## src/blsc_pkg.sv

```systemverilog
// Constants for the step-up LED switch control block.
// Assumes a 250 MHz system clock and a 1 MHz oscillator period.
package blsc_pkg;

    // ----------------------------------------------------------------
    // Timing
    // ----------------------------------------------------------------
    localparam int CLK_FREQ_HZ        = 250_000_000;
    localparam int OSC_FREQ_HZ        = 1_000_000;
    localparam int OSC_PERIOD_CYC     = CLK_FREQ_HZ / OSC_FREQ_HZ;
    localparam int SHDN_DELAY_MS      = 12;
    // Shutdown delay counted in oscillator periods
    localparam int SHDN_DELAY_PERIODS = SHDN_DELAY_MS * (OSC_FREQ_HZ / 1000);
    localparam int OSC_CNT_W          = 8;
    localparam int LOW_CNT_W          = 16;

    // ----------------------------------------------------------------
    // Soft-start ramp
    // ----------------------------------------------------------------
    localparam int          SS_W           = 3;
    localparam logic [2:0]  SS_MIN         = 3'h0;
    localparam logic [2:0]  SS_MAX         = 3'h7;
    localparam int          SS_STEP_PERIODS = 64;
    localparam logic [5:0]  SS_STEP_LAST   = 6'h3f;

    // ----------------------------------------------------------------
    // Operating states
    // ----------------------------------------------------------------
    typedef enum logic [1:0] {
        BLSC_OFF   = 2'b00,
        BLSC_RUN   = 2'b01,
        BLSC_PAUSE = 2'b11
    } blsc_state_type;

endpackage

```

## src/blsc_low_timer.sv

```systemverilog
// Shutdown-input low-time timer.
// Counts oscillator periods while the shutdown input stays low.
`timescale 1ns/1ps
module blsc_low_timer #(
    parameter int LIMIT = blsc_pkg::SHDN_DELAY_PERIODS
) (
    input  wire logic mclk_i,
    input  wire logic rst_n_i,
    input  wire logic level_i,
    input  wire logic tick_i,
    output logic      expired_o
);

    logic [blsc_pkg::LOW_CNT_W-1:0] count;

    always_ff @(posedge mclk_i or negedge rst_n_i)
    begin
        if (!rst_n_i)
        begin
            count     <= '0;
            expired_o <= 1'b0;
        end
        else if (level_i)
        begin
            count     <= '0;
            expired_o <= 1'b0;
        end
        else if (tick_i && !expired_o)
        begin
            if (count == blsc_pkg::LOW_CNT_W'(LIMIT - 1))
                expired_o <= 1'b1;
            count <= count + 1'b1;
        end
    end

endmodule

```

## src/blsc_ctrl.sv

```systemverilog
// Switch control of a current-mode step-up LED driver.
// Comparator flags and enables are synchronous to mclk_i.
// Function
// - Each oscillator period starts by setting the driver latch unless blocked.
// - PWM comparator trip resets the latch, switch off.
// - Duty limiter always forces the switch off before a period ends.
// - Light-load indication skips pulses.
// - Shutdown high, both enables low: low quiescent, bypasses off, switch idle.
// - Low quiescent entry resets soft-start.
// - Main high, sub low: sub bypass on, main bypass off, switching.
// - Main low, sub high: main bypass on, sub bypass off, switching.
// - Both enables high: both bypasses off, switching.
// - Enable decoding is static; low-time rules govern PWM dimming.
// - Short low on shutdown input pauses switching, keeps soft-start.
// - Low longer than delay: shut down, reset soft-start, bypasses off.
// - Over-temperature forces the switch off.
// - Undervoltage disables the switch while asserted.
// - Overvoltage stops switching.
// - Current limit turns switch off for rest of period, retry next.
// - While overvoltage is on, no switching; resume when it clears.
`timescale 1ns/1ps
module blsc_ctrl (
    input  wire logic       mclk_i,
    input  wire logic       rst_n_i,
    input  wire logic       shutdown_ctrl_i,
    input  wire logic       main_segment_enable_i,
    input  wire logic       sub_segment_enable_i,
    input  wire logic       pwm_trip_i,
    input  wire logic       light_load_i,
    input  wire logic       current_limit_i,
    input  wire logic       over_temp_i,
    input  wire logic       undervoltage_guard_i,
    input  wire logic       overvoltage_guard_i,
    output logic            power_switch_o,
    output logic            main_bypass_switch_o,
    output logic            sub_bypass_switch_o,
    output logic            period_start_o,
    output logic [2:0]      soft_start_level_o,
    output logic            shutdown_o,
    output logic            low_quiescent_o
);

    // ----------------------------------------------------------------
    // Oscillator
    // ----------------------------------------------------------------
    localparam logic [7:0] OSC_LAST = 8'(blsc_pkg::OSC_PERIOD_CYC - 1);

    logic [blsc_pkg::OSC_CNT_W-1:0] osc_cnt;
    logic                           osc_tick;
    logic                           duty_end;

    always_ff @(posedge mclk_i or negedge rst_n_i)
    begin
        if (!rst_n_i)
            osc_cnt <= '0;
        else if (osc_cnt == OSC_LAST)
            osc_cnt <= '0;
        else
            osc_cnt <= osc_cnt + 1'b1;
    end

    assign osc_tick = (osc_cnt == OSC_LAST);
    // Duty limit lands one cycle before the period boundary so the switch
    // always shows at least one off cycle per period.
    assign duty_end = (osc_cnt == OSC_LAST - 8'h01);

    // ----------------------------------------------------------------
    // Shutdown low-time and operating state
    // ----------------------------------------------------------------
    logic                     low_expired;
    blsc_pkg::blsc_state_type state;
    blsc_pkg::blsc_state_type next_state;
    logic                     enables_low;
    logic                     quiescent;

    blsc_low_timer #(
        .LIMIT     (blsc_pkg::SHDN_DELAY_PERIODS)
    ) u_low_timer (
        .mclk_i    (mclk_i),
        .rst_n_i   (rst_n_i),
        .level_i   (shutdown_ctrl_i),
        .tick_i    (osc_tick),
        .expired_o (low_expired)
    );

    assign enables_low = !main_segment_enable_i && !sub_segment_enable_i;
    assign quiescent   = shutdown_ctrl_i && enables_low;

    always_comb
    begin
        next_state = state;
        case (state)
            blsc_pkg::BLSC_OFF:
                if (shutdown_ctrl_i && !enables_low)
                    next_state = blsc_pkg::BLSC_RUN;
            blsc_pkg::BLSC_RUN:
                if (quiescent)
                    next_state = blsc_pkg::BLSC_OFF;
                else if (!shutdown_ctrl_i)
                    next_state = blsc_pkg::BLSC_PAUSE;
            blsc_pkg::BLSC_PAUSE:
                if (low_expired)
                    next_state = blsc_pkg::BLSC_OFF;
                else if (shutdown_ctrl_i)
                    next_state = enables_low ? blsc_pkg::BLSC_OFF
                                             : blsc_pkg::BLSC_RUN;
            default:
                next_state = blsc_pkg::BLSC_OFF;
        endcase
    end

    always_ff @(posedge mclk_i or negedge rst_n_i)
    begin
        if (!rst_n_i)
            state <= blsc_pkg::BLSC_OFF;
        else
            state <= next_state;
    end

    // ----------------------------------------------------------------
    // Soft-start ramp
    // ----------------------------------------------------------------
    logic [5:0]               ss_div;
    logic [blsc_pkg::SS_W-1:0] ss_level;

    // Ramp restarts from minimum whenever the block is off and holds
    // during short pauses so PWM dimming recovers without inrush.
    always_ff @(posedge mclk_i or negedge rst_n_i)
    begin
        if (!rst_n_i)
        begin
            ss_div   <= '0;
            ss_level <= blsc_pkg::SS_MIN;
        end
        else if (state == blsc_pkg::BLSC_OFF)
        begin
            ss_div   <= '0;
            ss_level <= blsc_pkg::SS_MIN;
        end
        else if (state == blsc_pkg::BLSC_RUN && osc_tick &&
                 ss_level != blsc_pkg::SS_MAX)
        begin
            ss_div <= ss_div + 1'b1;
            if (ss_div == blsc_pkg::SS_STEP_LAST)
                ss_level <= ss_level + 1'b1;
        end
    end

    // ----------------------------------------------------------------
    // Soft-start current limit: a pulse ends once its on time reaches
    // a level-dependent share of the period (32 clock cycles per step).
    // ----------------------------------------------------------------
    logic [7:0] ss_on_limit;
    logic       ss_trip;

    assign ss_on_limit = 8'({ss_level, 5'h00}) + 8'h1f;
    assign ss_trip     = (ss_level != blsc_pkg::SS_MAX) && (osc_cnt >= ss_on_limit);

    // ----------------------------------------------------------------
    // Driver latch
    // ----------------------------------------------------------------
    logic blocked;
    logic latch_set;
    logic latch_reset;
    logic limit_hit;

    // Protection flags block the set as well as reset the latch.
    assign blocked = over_temp_i
                  || undervoltage_guard_i
                  || overvoltage_guard_i
                  || quiescent
                  || state != blsc_pkg::BLSC_RUN
                  || light_load_i;

    // A trip or limit seen on the boundary cycle wins over the new set,
    // so the switch never turns on into a live comparator.
    assign latch_set   = osc_tick && !blocked
                      && !pwm_trip_i
                      && !current_limit_i;
    assign latch_reset = pwm_trip_i
                      || duty_end
                      || limit_hit
                      || ss_trip
                      || blocked;

    // Current limit stays latched until the next period boundary.
    always_ff @(posedge mclk_i or negedge rst_n_i)
    begin
        if (!rst_n_i)
            limit_hit <= 1'b0;
        else if (osc_tick)
            limit_hit <= 1'b0;
        else if (current_limit_i)
            limit_hit <= 1'b1;
    end

    always_ff @(posedge mclk_i or negedge rst_n_i)
    begin
        if (!rst_n_i)
            power_switch_o <= 1'b0;
        else if (latch_set)
            power_switch_o <= 1'b1;
        else if (latch_reset || current_limit_i)
            power_switch_o <= 1'b0;
    end

    // ----------------------------------------------------------------
    // Bypass switches and status
    // ----------------------------------------------------------------
    logic active;

    assign active = (state != blsc_pkg::BLSC_OFF);

    always_ff @(posedge mclk_i or negedge rst_n_i)
    begin
        if (!rst_n_i)
        begin
            main_bypass_switch_o <= 1'b0;
            sub_bypass_switch_o  <= 1'b0;
        end
        else
        begin
            main_bypass_switch_o <= active && !main_segment_enable_i
                                           && sub_segment_enable_i;
            sub_bypass_switch_o  <= active && main_segment_enable_i
                                           && !sub_segment_enable_i;
        end
    end

    always_ff @(posedge mclk_i or negedge rst_n_i)
    begin
        if (!rst_n_i)
        begin
            period_start_o     <= 1'b0;
            soft_start_level_o <= blsc_pkg::SS_MIN;
            shutdown_o         <= 1'b1;
            low_quiescent_o    <= 1'b0;
        end
        else
        begin
            period_start_o     <= osc_tick;
            soft_start_level_o <= ss_level;
            shutdown_o         <= (state == blsc_pkg::BLSC_OFF) && !shutdown_ctrl_i;
            low_quiescent_o    <= quiescent;
        end
    end

endmodule

```

## config.mk

```make
export PLATFORM = sky130hd
export DESIGN_NAME = blsc_ctrl
export DESIGN_NICKNAME = d
export VERILOG_FILES = /design/src/blsc_pkg.sv /design/src/blsc_low_timer.sv /design/src/blsc_ctrl.sv
export SDC_FILE = /design/constraint.sdc
export NUM_CORES = 1
export LEC_CHECK = 0
export ABC_AREA = 1
export BUFFER_PORTS_ARGS = -buffer_cell sky130_fd_sc_hd__clkbuf_2
export CELL_PAD_IN_SITES_DETAIL_PLACEMENT = 0
export CELL_PAD_IN_SITES_GLOBAL_PLACEMENT = 1
export CORE_UTILIZATION = 40
export CTS_CLUSTER_SIZE = 20
export DETAILED_ROUTE_END_ITERATION = 8
export PLACE_DENSITY_LB_ADDON = 0.1
export SYNTH_ARGS = -nofsm -noshare
export SYNTH_HDL_FRONTEND = slang
export SYNTH_HIERARCHICAL = 1
export SYNTH_SLANG_ARGS = --single-unit
```

## constraint.sdc

```tcl
create_clock -name mclk_i -period 1.75 [get_ports mclk_i]
set_input_delay 0.2625 -clock mclk_i [delete_from_list [all_inputs] [get_ports mclk_i]]
set_output_delay 0.2625 -clock mclk_i [all_outputs]
set_load 0.02 [all_outputs]
```

==> qor.yml, run 1 <==
power:
  power.leakage_uw: 0.00156
  sw_frac_of_total: 0.349
  internal_power_uw: 1820
  vdd_drop_max_mv: 0.598
  p_per_area_nw_per_um2: 937
  pwr-share-clk: 0.244
  seqPwrFrac: 0.465
  comb_power_share: 0.291
  switching_power_uw: 972
yosys:
  yosysWarningCount: 6
  ys_ff_latch: 46
  synthTopCellsByArea: "dfrtp_1, nand2_1, nor2_1"
  ys_seq_area_frac: 0.455
  synth_top_family_by_area: "simple AND/OR/NAND/NOR gates"
  syn_inst: 325
  yosys.area.top_type: "dfrtp_1"
  synthArstFlopShare: 1.00
  synthAdderAreaFrac: 0.0494
  synth_cell_types: 28
  syn_avg_cell_area_sq_um: 7.79
  synthSimpleGateAreaFrac: 0.331
  synth_compound_area_frac: 0.0707
  synth_ff_type: "dfrtp_1"
  synth_top_cell_area_share: 0.445
  synthXorXnorAreaFrac: 0.0104
  synthesis.nets: 346
  synthMuxAreaShare: 0
  synth_edf_count: 0
  synth_area_sq_um: 2530
grt:
  grt_pass1_vias: 1962
  gr-total-overflow: 0
  antenna_found_initial: 0
  grt_pass1_wl_mm: 8.81
  grt_max_degree: 47
  track_usage: 0.173
critical_path:
  critPathKind: "register to register"
  cp_data_arrival_time_ns: 1.84
  cp-start-kind: "register"
  end_kind: "register"
  regToRegStartpoint: "osc_cnt[1]$_DFF_PN0_"
  path_max_fanout: 6
  crit_required_ns: 1.94
  crit_start: "osc_cnt[1]$_DFF_PN0_"
clocking:
  cts.clk_slew.worst_paths_ns: 0.08
  clock_latency_ns: 0.30
  cts_max_level: 2
  clockRootBuffer: "clkbuf_8"
  numClockSinks: 46
  cts_max_path_buffers: 2
  tritoncts: "built"
  cts_buffers: 5
route:
  routedWlPerCell_um: 12.0
  drt-pass1-iter-count: 4
  final_antenna_net_count: 0
  vias: 2124
  vias_per_cell: 4.82
  drc: 0
  routed_wl_mm: 5.30
  drtIter0Drc: 55
timing:
  timing.final.crit_share: 0.945
  final_max_slew_viol_count: 0
  fin_crit_ns: 1.65
  finalHoldViolations: 0
  slew_headroom: 0.729
  tightest_slew_ns: 0.407
  rsz0062_at_grt: "no"
  fmax_mhz: 605
  skew_ns: 0.00738
  setup_tns_ns: 0
  whs_ns: 0.152
  setup_viol: 0
die:
  die_x_um: 81.6
  die_h_um: 81.6
  dieArea_sq_um: 6650
  num_rows: 28
  pin_count: 20
  coreArea_sq_um: 6030
  initial_utilization: 0.420
place:
  dp_hpwl_mm: 3.86
  dpl_cell_area_sq_um: 2820
  io_buffers: 19
  place.gp.congestion: 0.816
finish:
  layout-drive-gt1-share: 0.205
  final_nets: 386
  antennaDiodeCount: 0
  area_growth_pct: 17.5
  design_area_sq_um: 2980
  num-fill-cells: 634
hold_path:
  hold_path_class: "primary input to register"
  hp-start: "sub_segment_enable_i"
run_status:
  outcome: "completed"
run:
  max-cap-violations: 0
==> metal layers <==
metal / up-vias / wire length [um] / global-route usage
met1: 993 / 2640 / 0.228
li1: 1101 / - / -
met5: - / 0 / 0
met3: 0 / 152 / 0.0367
met4: 0 / 0 / 0.0368
met2: 30 / 2510 / 0.293
==> logic make-up after synthesis <==
kind of cell    after synthesis
compound gates               33
flops                        46
fa+ha+maj                    10
simple gates                179
xor+xnor                      3
buf+inv                      54
==> area by class of cell <==
cell class                 count  area [sq um]  share of cell area
sequential                    46          1150               0.387
inverter                      52           195              0.0656
timing repair buffer          35           230              0.0773
multi-input combinational    225          1210               0.408
clock buffer                   7          86.3              0.0290
tap                           75          93.8              0.0315
clock inverter                 1          5.00             0.00168
==> metrics by stage <==
step / cells / setup slack (ns) / total power [uW] / util
global route: 441 / 0.00323 / 3000 / 0.494
floorplan: 325 / 0.0617 / 1870 / -
detailed placement: 430 / 0.0650 / 2150 / 0.467
finish: 441 / 0.0959 / 2790 / 0.494
global placement: 430 / 0.0968 / 2130 / 0.467
CTS: 439 / 0.0408 / 2840 / 0.484
==> state kept, by name (all words and copies together), names as in the netlist <==
signal,flops
limit_hit,1
ss_level,3
sub_bypass_switch_o,1
soft_start_level_o,3
shutdown_o,1
main_bypass_switch_o,1
ss_div,6
u_low_timer/expired_o,1
low_quiescent_o,1
osc_cnt,8
power_switch_o,1
state,2
u_low_timer/count,16
period_start_o,1
==> power by group through the flow <==
stage / Combinational, uW / Sequential [uW] / Clock, uW
4_1_cts: 829 / 1300 / 715
3_3_place_gp: 817 / 1310 / 0
6_report: 812 / 1300 / 679
3_5_place_dp: 825 / 1320 / 0
5_1_grt: 923 / 1320 / 759
2_1_floorplan: 503 / 1370 / 0
==> cell usage in the layout (no fill, tap or decap), drive strengths merged <==
master / instances
nand2: 78
nor2: 61
inv: 51
dfrtp: 45
clkbuf: 26
nand3: 25
a21oi: 19
buf: 15
o21ai: 10
ha: 10
nor3: 8
nand4: 6
o21a: 3
xor2: 2
clkinv: 2
xnor2: 1
nor4: 1
dlygate4sd3: 1
dfstp: 1
a211oi: 1
==> path summary, 6_finish.rpt <==
path,slack [ns],cells after the start,end
worst max-delay path,0.1,11,u_low_timer/count[12]$_DFFE_PN0P_
worst min register to register,0.45,0,soft_start_level_o[2]$_DFF_PN0_
worst max register to register,0.1,11,u_low_timer/count[12]$_DFFE_PN0P_
max in group asynchronous,0.99,3,shutdown_o$_DFF_PN1_
worst min-delay path,0.15,2,sub_bypass_switch_o$_DFF_PN0_
min in group asynchronous,0.48,3,power_switch_o$_DFFE_PN0P_
==> critical path: stages (launching register included) <==
cell and delay [ns]:
dfrtp_1 0.41, inv_2 0.09, ha_4 0.12, inv_1 0.04
nor2_2 0.11, nand2_2 0.08, inv_2 0.08, inv_2 0.04
nor2_4 0.17, nand4_1 0.18, nor3_1 0.17, nor2_1 0.06
==> Yosys cell counts, types with 2 or more instances <==
cell type / count
nand2_1: 71
nor2_1: 51
inv_1: 49
dfrtp_1: 45
nand3_1: 24
a21oi_1: 19
ha_1: 10
o21ai_0: 9
nor3_1: 8
nand4_1: 5
nor2_4: 5
nand2_2: 4
nor2_2: 4
nand2_4: 3
o21a_1: 3
inv_2: 2
xor2_1: 2
==> repair_timing <==
action | CTS | global route
setup endpoints to repair | 0 | 14
hold buffers | 1 | 0
resized for setup | 0 | 14
setup buffers | 0 | 2
endpoints found under the hold margin | 45 | 0
No activity file was read; power rests on OpenSTA's default activity.
==> run 2: changes to the inputs <==
--- a/config.mk
+++ b/config.mk
@@ -5,11 +5,11 @@
 export SDC_FILE = /design/constraint.sdc
 export NUM_CORES = 1
 export LEC_CHECK = 0
-export ABC_AREA = 1
 export BUFFER_PORTS_ARGS = -buffer_cell sky130_fd_sc_hd__clkbuf_2
+export CAP_MARGIN = 20
 export CELL_PAD_IN_SITES_DETAIL_PLACEMENT = 0
 export CELL_PAD_IN_SITES_GLOBAL_PLACEMENT = 1
-export CORE_UTILIZATION = 40
+export CORE_UTILIZATION = 42
 export CTS_CLUSTER_SIZE = 20
 export DETAILED_ROUTE_END_ITERATION = 8
 export PLACE_DENSITY_LB_ADDON = 0.1
==> run 2 against run 1 <==
The run now ends with negative setup slack left. Hold slack got worse by 0.018 ns. Die area decreased by 14%. Register-to-register slack worse by 0.34 ns. Global-route usage rose by 3.3 points. Highest routed layer is now met4.
==> qor.yml, run 2 <==
timing:
  finalHoldViolations: 0  # unchanged
  tightest_slew_ns: 0.508  # +0.101 ns
  fin_crit_ns: 1.99  # +0.339 ns
  setup_ws_ns: -0.244  # -0.339 ns
  timing.final.crit_share: 1.14  # +0.194
  slew_headroom: 0.661  # -0.0681
  whs_ns: 0.134  # -0.0179 ns
  fmax_mhz: 502  # -17%
  setup_viol: 20  # +20
  rsz0062_at_grt: "yes"
  final_max_slew_viol_count: 0  # unchanged
  skew_ns: 0.00854  # +0.00115 ns
power:
  power_uw: 1990  # -29%
  vdd_drop_max_mv: 0.533  # -11%
  sw_frac_of_total: 0.229  # -0.120
  power.leakage_uw: 0.00141  # -9.7%
  seqPwrFrac: 0.545  # +0.080
  pwr-share-clk: 0.406  # +0.162
  switching_power_uw: 455  # -53%
  comb_power_share: 0.048  # -0.243
  p_per_area_nw_per_um2: 648  # -31%
  internal_power_uw: 1530  # -16%
critical_path:
  worstPathCellList: "inv_2 -> ha_4 -> and3_4 -> and2_4 -> and4b_2 -> nand3_4 -> or4b_1 -> a21oi_1"
  critPathKind: "register to register"
  cp_data_arrival_time_ns: 2.23  # +0.39 ns
  slowest_stage: "or4b_1"
  r2r_slack_ns: -0.24  # -0.34 ns
  path_max_fanout: 4  # -2
  crit_required_ns: 1.98  # +0.04 ns
  critPathBufInv: 1  # -3
  cp-start-kind: "register"
  slowest_delay_ns: 0.50  # +0.09 ns
  crit_family: "simple AND/OR/NAND/NOR gates"
  end_kind: "register"
finish:
  largestRegisters: "u_low_timer/count (16), osc_cnt (8), ss_div (6)"
  stdcell_count: 352  # -20%
  final_cell_mix: "dfrtp_1, buf_4, nor2_1"
  mostFrequentLayoutCell: "dfrtp_1"
  area_growth_pct: 33.9
  design_area_sq_um: 3060  # +2.9%
  num-fill-cells: 429  # -32%
  layout-drive-gt1-share: 0.365  # +0.160
  antennaDiodeCount: 0  # unchanged
  largest_register_ff_count: 16  # unchanged
  regMostFlops: "u_low_timer/count"
  utilization: 0.592  # +0.0984
  final_nets: 302  # -22%
place:
  io_buffers: 19  # unchanged
  dp_hpwl_mm: 3.76  # -2.8%
  dp_cells: 328  # -24%
  place.gp.congestion: 0.827  # +1.4%
  dpl_cell_area_sq_um: 2670  # -5.1%
grt:
  antenna_found_initial: 0  # unchanged
  grt_pass1_vias: 1913  # -2.5%
  track_usage: 0.206  # +0.0327
  grt_pass1_wl_mm: 8.83  # +0.24%
  gr-total-overflow: 0  # unchanged
  grt_max_degree: 25  # -47%
die:
  die_x_um: 75.8  # -7.1%
  dieArea_sq_um: 5750  # -14%
  pin_count: 20  # unchanged
  coreArea_sq_um: 5170  # -14%
  initial_utilization: 0.442  # +0.0222
  num_rows: 26  # -7.1%
  die_h_um: 75.8  # -7.1%
yosys:
  synthTopCellsByCount: "dfrtp_1, nor2_1, nand2_1"
  ys_seq_area_frac: 0.504  # +0.0485
  yosys.area.top_type: "dfrtp_1"
  ys_ff_latch: 46  # unchanged
  syn_inst: 220  # -32%
  synthArstFlopShare: 1.00  # unchanged
  synth_edf_count: 0  # unchanged
  synthesis.nets: 241  # -30%
  synthTopCellsByArea: "dfrtp_1, ha_1, nor2_1"
  synth_ff_type: "dfrtp_1"
  synth_cell_types: 46  # +64%
  yosysWarningCount: 6  # unchanged
  syn_avg_cell_area_sq_um: 10.4  # +33%
  synth_top_cell_area_share: 0.492  # +0.0474
  synth_area_sq_um: 2290  # -9.6%
  synth_most_common_cell: "dfrtp_1"
route:
  routed_wl_mm: 5.35  # +1.0%
  drc: 0  # unchanged
  vias: 1904  # -10%
  vias_per_cell: 5.41  # +12%
  final_antenna_net_count: 0  # unchanged
  drt-pass1-iter-count: 4  # unchanged
  routedWlPerCell_um: 15.2  # +27%
  drtIter0Drc: 101  # +84%
clocking:
  tritoncts: "built"
  cts.clk_slew.worst_paths_ns: 0.09  # about the same
  cts_buffers: 5  # unchanged
  numClockSinks: 46  # unchanged
  cts_max_level: 2  # unchanged
  clock_latency_ns: 0.30  # about the same
  cts_max_path_buffers: 2  # unchanged
  clockRootBuffer: "clkbuf_8"
run_status:
  violations: "negative setup slack"
  outcome: "finished with violations"
hold_path:
  hold_path_class: "primary input to register"
run:
  max-cap-violations: 0  # unchanged
## run 2: cell count changes after synthesis, sizes merged, moves of 6 or more
cell   delta
or3       +6
a21oi     -9
xnor2     +7
xor2      +7
nand2    -64
nand3    -16
inv      -43
nor2     -34
## run 2: layer usage
| metal | track usage | routed length [um] | vias to the layer above |
|---|---|---|---|
| li1 | - | - | 912 |
| met1 | 0.285 | 2510 | 929 |
| met2 | 0.319 | 2530 | 52 |
| met3 | 0.0450 | 222 | 11 |
| met4 | 0.0720 | 88 | 0 |
| met5 | 0 | 0 | - |
## run 2: per-stage QoR
step	TNS, ns	setup slack (ns)
after floorplan	-1.61	-0.356
after global placement	-1.54	-0.213
after detailed placement	-2.35	-0.298
after CTS	-1.83	-0.243
after global routing	-3.72	-0.289
final	-2.12	-0.244
## run 2: layout make-up
type	count	area [sq um]	area share
Clock inverter	3	45.0	0.0147
Clock buffer	5	68.8	0.0225
Inverter	8	30.0	0.00980
Multi-Input combinational cell	159	1230	0.402
Sequential cell	46	1150	0.376
Tap cell	70	87.6	0.0286
Timing Repair Buffer	61	448	0.146
## run 2: cells by family after synthesis
family	share of synthesized area
xor+xnor	0.0651
compound gates	0.0722
buf+inv	0.0317
flops	0.504
simple gates	0.268
mux	0.00437
fa+ha+maj	0.0547
## run 2: final timing paths
kind | end | start | cells past startpoint
worst max-delay path | u_low_timer/count[15]$_DFFE_PN0P_ | osc_cnt[1]$_DFF_PN0_ | 8
min in group asynchronous | ss_div[0]$_DFFE_PN0P_ | rst_n_i | 3
max in group asynchronous | shutdown_o$_DFF_PN1_ | rst_n_i | 3
worst min-delay path | main_bypass_switch_o$_DFF_PN0_ | main_segment_enable_i | 2
worst min register to register | soft_start_level_o[2]$_DFF_PN0_ | ss_level[2]$_DFFE_PN0P_ | 0
worst max register to register | u_low_timer/count[15]$_DFFE_PN0P_ | osc_cnt[1]$_DFF_PN0_ | 8
## run 2: worst register-to-register path, delay by kind of cell, from the launching register on
| kind | cells | cell delay (ns) |
|---|---|---|
| adders and majority gates | 1 | 0.12 |
| DFF | 1 | 0.40 |
| AOI/OAI and AO/OA | 1 | 0.15 |
| and+or+nand+nor | 5 | 1.18 |
| buffers and inverters | 1 | 0.08 |
## run 2: repair_timing
action,in CTS,in global routing
resized for setup,21,12
buffers inserted,11,5
pin swaps,16,13
setup endpoints to repair,19,24
endpoints found under the hold margin,45,0
hold buffers,1,0
cloned,0,0
## run 2: power by group through the flow
stage / registers (uW) / logic, uW / clock network (uW)
2_1_floorplan: 1100 / 33.6 / 0
3_3_place_gp: 1100 / 85.0 / 0
3_5_place_dp: 1100 / 88.8 / 0
4_1_cts: 1080 / 95.9 / 813
5_1_grt: 1090 / 107 / 870
6_report: 1080 / 95.5 / 808
==> run 3: changes to the inputs <==
--- a/config.mk
+++ b/config.mk
@@ -13,6 +13,7 @@
 export CTS_CLUSTER_SIZE = 20
 export DETAILED_ROUTE_END_ITERATION = 8
 export PLACE_DENSITY_LB_ADDON = 0.1
+export RECOVER_POWER = 100
 export SYNTH_ARGS = -nofsm -noshare
 export SYNTH_HDL_FRONTEND = slang
 export SYNTH_HIERARCHICAL = 1
==> run 3 against run 2 <==
The run still ends with negative setup slack left. First-iteration DRC count increased by 2.0%. Cell area decreased by 0.94%. Combinational power fell by 4.6%. Sequential power about the same. Cell count unchanged. Utilization fell by 0.56 points. Setup slack got worse by 0.0036 ns. Register-to-register slack about the same. Total power is 0.74% lower. Non-clock buffer count is the same. Hold slack better by 0.034 ns. Critical path depth did not move. Largest cell class unchanged. Highest routed layer unchanged.
==> qor.yml, run 3 (synthesized netlist as in run 2, its figures left out) <==
finish:
  mostFrequentLayoutCell: "dfrtp_1"
  design_area_sq_um: 3040  # -0.94%
  regMostFlops: "u_low_timer/count"
  final_nets: 302  # unchanged
  layout-drive-gt1-share: 0.319  # -0.0461
  stdcell_count: 352  # unchanged
  final_cell_mix: "dfrtp_1, buf_4, nor2_1"
  largestRegisters: "u_low_timer/count (16), osc_cnt (8), ss_div (6)"
  largest_register_ff_count: 16  # unchanged
  area_growth_pct: 32.6
  antennaDiodeCount: 0  # unchanged
  utilization: 0.587  # -0.00556
route:
  vias_per_cell: 5.36  # -0.95%
  final_antenna_net_count: 0  # unchanged
  routed_wl_mm: 5.35  # about the same
  drtIter0Drc: 103  # +2.0%
  drc: 0  # unchanged
  routedWlPerCell_um: 15.2  # about the same
  drt-pass1-iter-count: 4  # unchanged
  vias: 1886  # -0.95%
clocking:
  cts_buffers: 5  # unchanged
  clock_latency_ns: 0.30  # about the same
  clockRootBuffer: "clkbuf_8"
  cts_max_level: 2  # unchanged
  cts.clk_slew.worst_paths_ns: 0.09  # about the same
  numClockSinks: 46  # unchanged
  tritoncts: "built"
  cts_max_path_buffers: 2  # unchanged
timing:
  rsz0062_at_grt: "yes"
  fin_crit_ns: 2.00  # +0.00358 ns
  finalHoldViolations: 0  # unchanged
  slew_headroom: 0.579  # -0.0818
  setup_ws_ns: -0.247  # -0.00358 ns
  setup_viol: 20  # unchanged
  skew_ns: 0.00692  # -0.00161 ns
  timing.final.crit_share: 1.14  # +0.00204
  tightest_slew_ns: 0.632  # +0.124 ns
  fmax_mhz: 501  # -0.18%
  final_max_slew_viol_count: 0  # unchanged
place:
  place_ws_ns: -0.298  # unchanged
  place.gp.congestion: 0.827  # unchanged
  io_buffers: 19  # unchanged
  dp_hpwl_mm: 3.76  # unchanged
  dpl_cell_area_sq_um: 2670  # unchanged
  dp_cells: 328  # unchanged
die:
  die_h_um: 75.8  # unchanged
  die_x_um: 75.8  # unchanged
  num_rows: 26  # unchanged
  pin_count: 20  # unchanged
  coreArea_sq_um: 5170  # unchanged
  initial_utilization: 0.442  # unchanged
  dieArea_sq_um: 5750  # unchanged
critical_path:
  cp-start-kind: "register"
  critPathKind: "register to register"
  slowest_delay_ns: 0.50  # about the same
  crit_required_ns: 1.98  # about the same
  end_kind: "register"
  slowest_stage: "or4b_1"
  worstPathCellList: "inv_2 -> ha_4 -> and3_4 -> and2_4 -> and4b_2 -> nand3_4 -> or4b_1 -> a21oi_1"
  path_max_fanout: 4  # unchanged
  cp_data_arrival_time_ns: 2.22  # about the same
grt:
  antenna_found_initial: 0  # unchanged
  grt_pass1_wl_mm: 8.83  # unchanged
  grt_max_degree: 25  # unchanged
  grt_pass1_vias: 1913  # unchanged
  gr-total-overflow: 0  # unchanged
  track_usage: 0.206  # unchanged
power:
  pwr-share-clk: 0.404  # -0.002
  power_uw: 1970  # -0.74%
  p_per_area_nw_per_um2: 650  # +0.20%
  sw_frac_of_total: 0.226  # -0.00318
  vdd_drop_max_mv: 0.533  # about the same
  internal_power_uw: 1530  # -0.33%
  power.leakage_uw: 0.00136  # -3.4%
  switching_power_uw: 445  # -2.1%
  seqPwrFrac: 0.550  # +0.005
  comb_power_share: 0.046  # -0.002
run_status:
  outcome: "finished with violations"
  violations: "negative setup slack"
hold_path:
  hold_path_class: "primary input to register"
run:
  max-cap-violations: 0  # unchanged
-- run 3: cell types whose count changed in the layout (fill, tap and decap cells not counted), sizes merged --
cell    change
buf         -6
clkbuf      +6
-- run 3: final cells by class --
class | count | area [sq um]
Fill cell | 436 | 2140
Multi-Input combinational cell | 159 | 1230
Sequential cell | 46 | 1150
Timing Repair Buffer | 61 | 419
Tap cell | 70 | 87.6
Clock buffer | 5 | 68.8
Clock inverter | 3 | 45.0
Inverter | 8 | 30.0
-- run 3: layer usage --
metal	GRT usage	share of wire
met3	0.0450	0.035
met4	0.0720	0.019
met5	0	0
met1	0.285	0.48
met2	0.319	0.47
-- run 3: what timing repair did --
action                                  in CTS  in global routing
gates resized for setup                     21                 12
buffers inserted                            11                  5
endpoints found under the setup margin      19                 24
pin swaps                                   16                 13
gates cloned                                 0                  0
hold buffers                                 1                  0
endpoints found under the hold margin       45                  0
-- run 3: worst paths after layout --
kind                                    startpoint                                end  slack (ns)  cells past startpoint
hold reg to reg            ss_level[2]$_DFFE_PN0P_    soft_start_level_o[2]$_DFF_PN0_        0.49                      0
min in group asynchronous                  rst_n_i              ss_div[0]$_DFFE_PN0P_        0.59                      3
max in group asynchronous                  rst_n_i   u_low_timer/count[2]$_DFFE_PN0P_        0.74                      3
setup reg to reg              osc_cnt[1]$_DFF_PN0_  u_low_timer/count[15]$_DFFE_PN0P_       -0.25                      8
setup / recovery              osc_cnt[1]$_DFF_PN0_  u_low_timer/count[15]$_DFFE_PN0P_       -0.25                      8
hold / removal                sub_segment_enable_i      sub_bypass_switch_o$_DFF_PN0_        0.17                      2
-- run 3: power by group through the flow --
stage | registers (uW) | logic (uW) | clock network [uW]
6_report | 1080 | 91.1 | 797
4_1_cts | 1080 | 95.9 | 813
2_1_floorplan | 1100 | 33.6 | 0
5_1_grt | 1090 | 102 | 870
3_3_place_gp | 1100 | 85.0 | 0
3_5_place_dp | 1100 | 88.8 | 0
-- run 3: critical path, delay by kind of cell, from the launching register on --
| kind | cells | cell delay (ns) |
|---|---|---|
| simple gates | 5 | 1.18 |
| buf+inv | 1 | 0.08 |
| flops | 1 | 0.40 |
| fa+ha+maj | 1 | 0.12 |
| compound gates | 1 | 0.15 |
-- run 3: per-stage QoR --
stage	TNS (ns)	hold WS (ns)
after floorplan	-1.61	-0.0331
after global placement	-1.54	0.265
after detailed placement	-2.35	0.273
after CTS	-1.83	0.135
after global routing	-3.77	0.160
final	-2.16	0.168
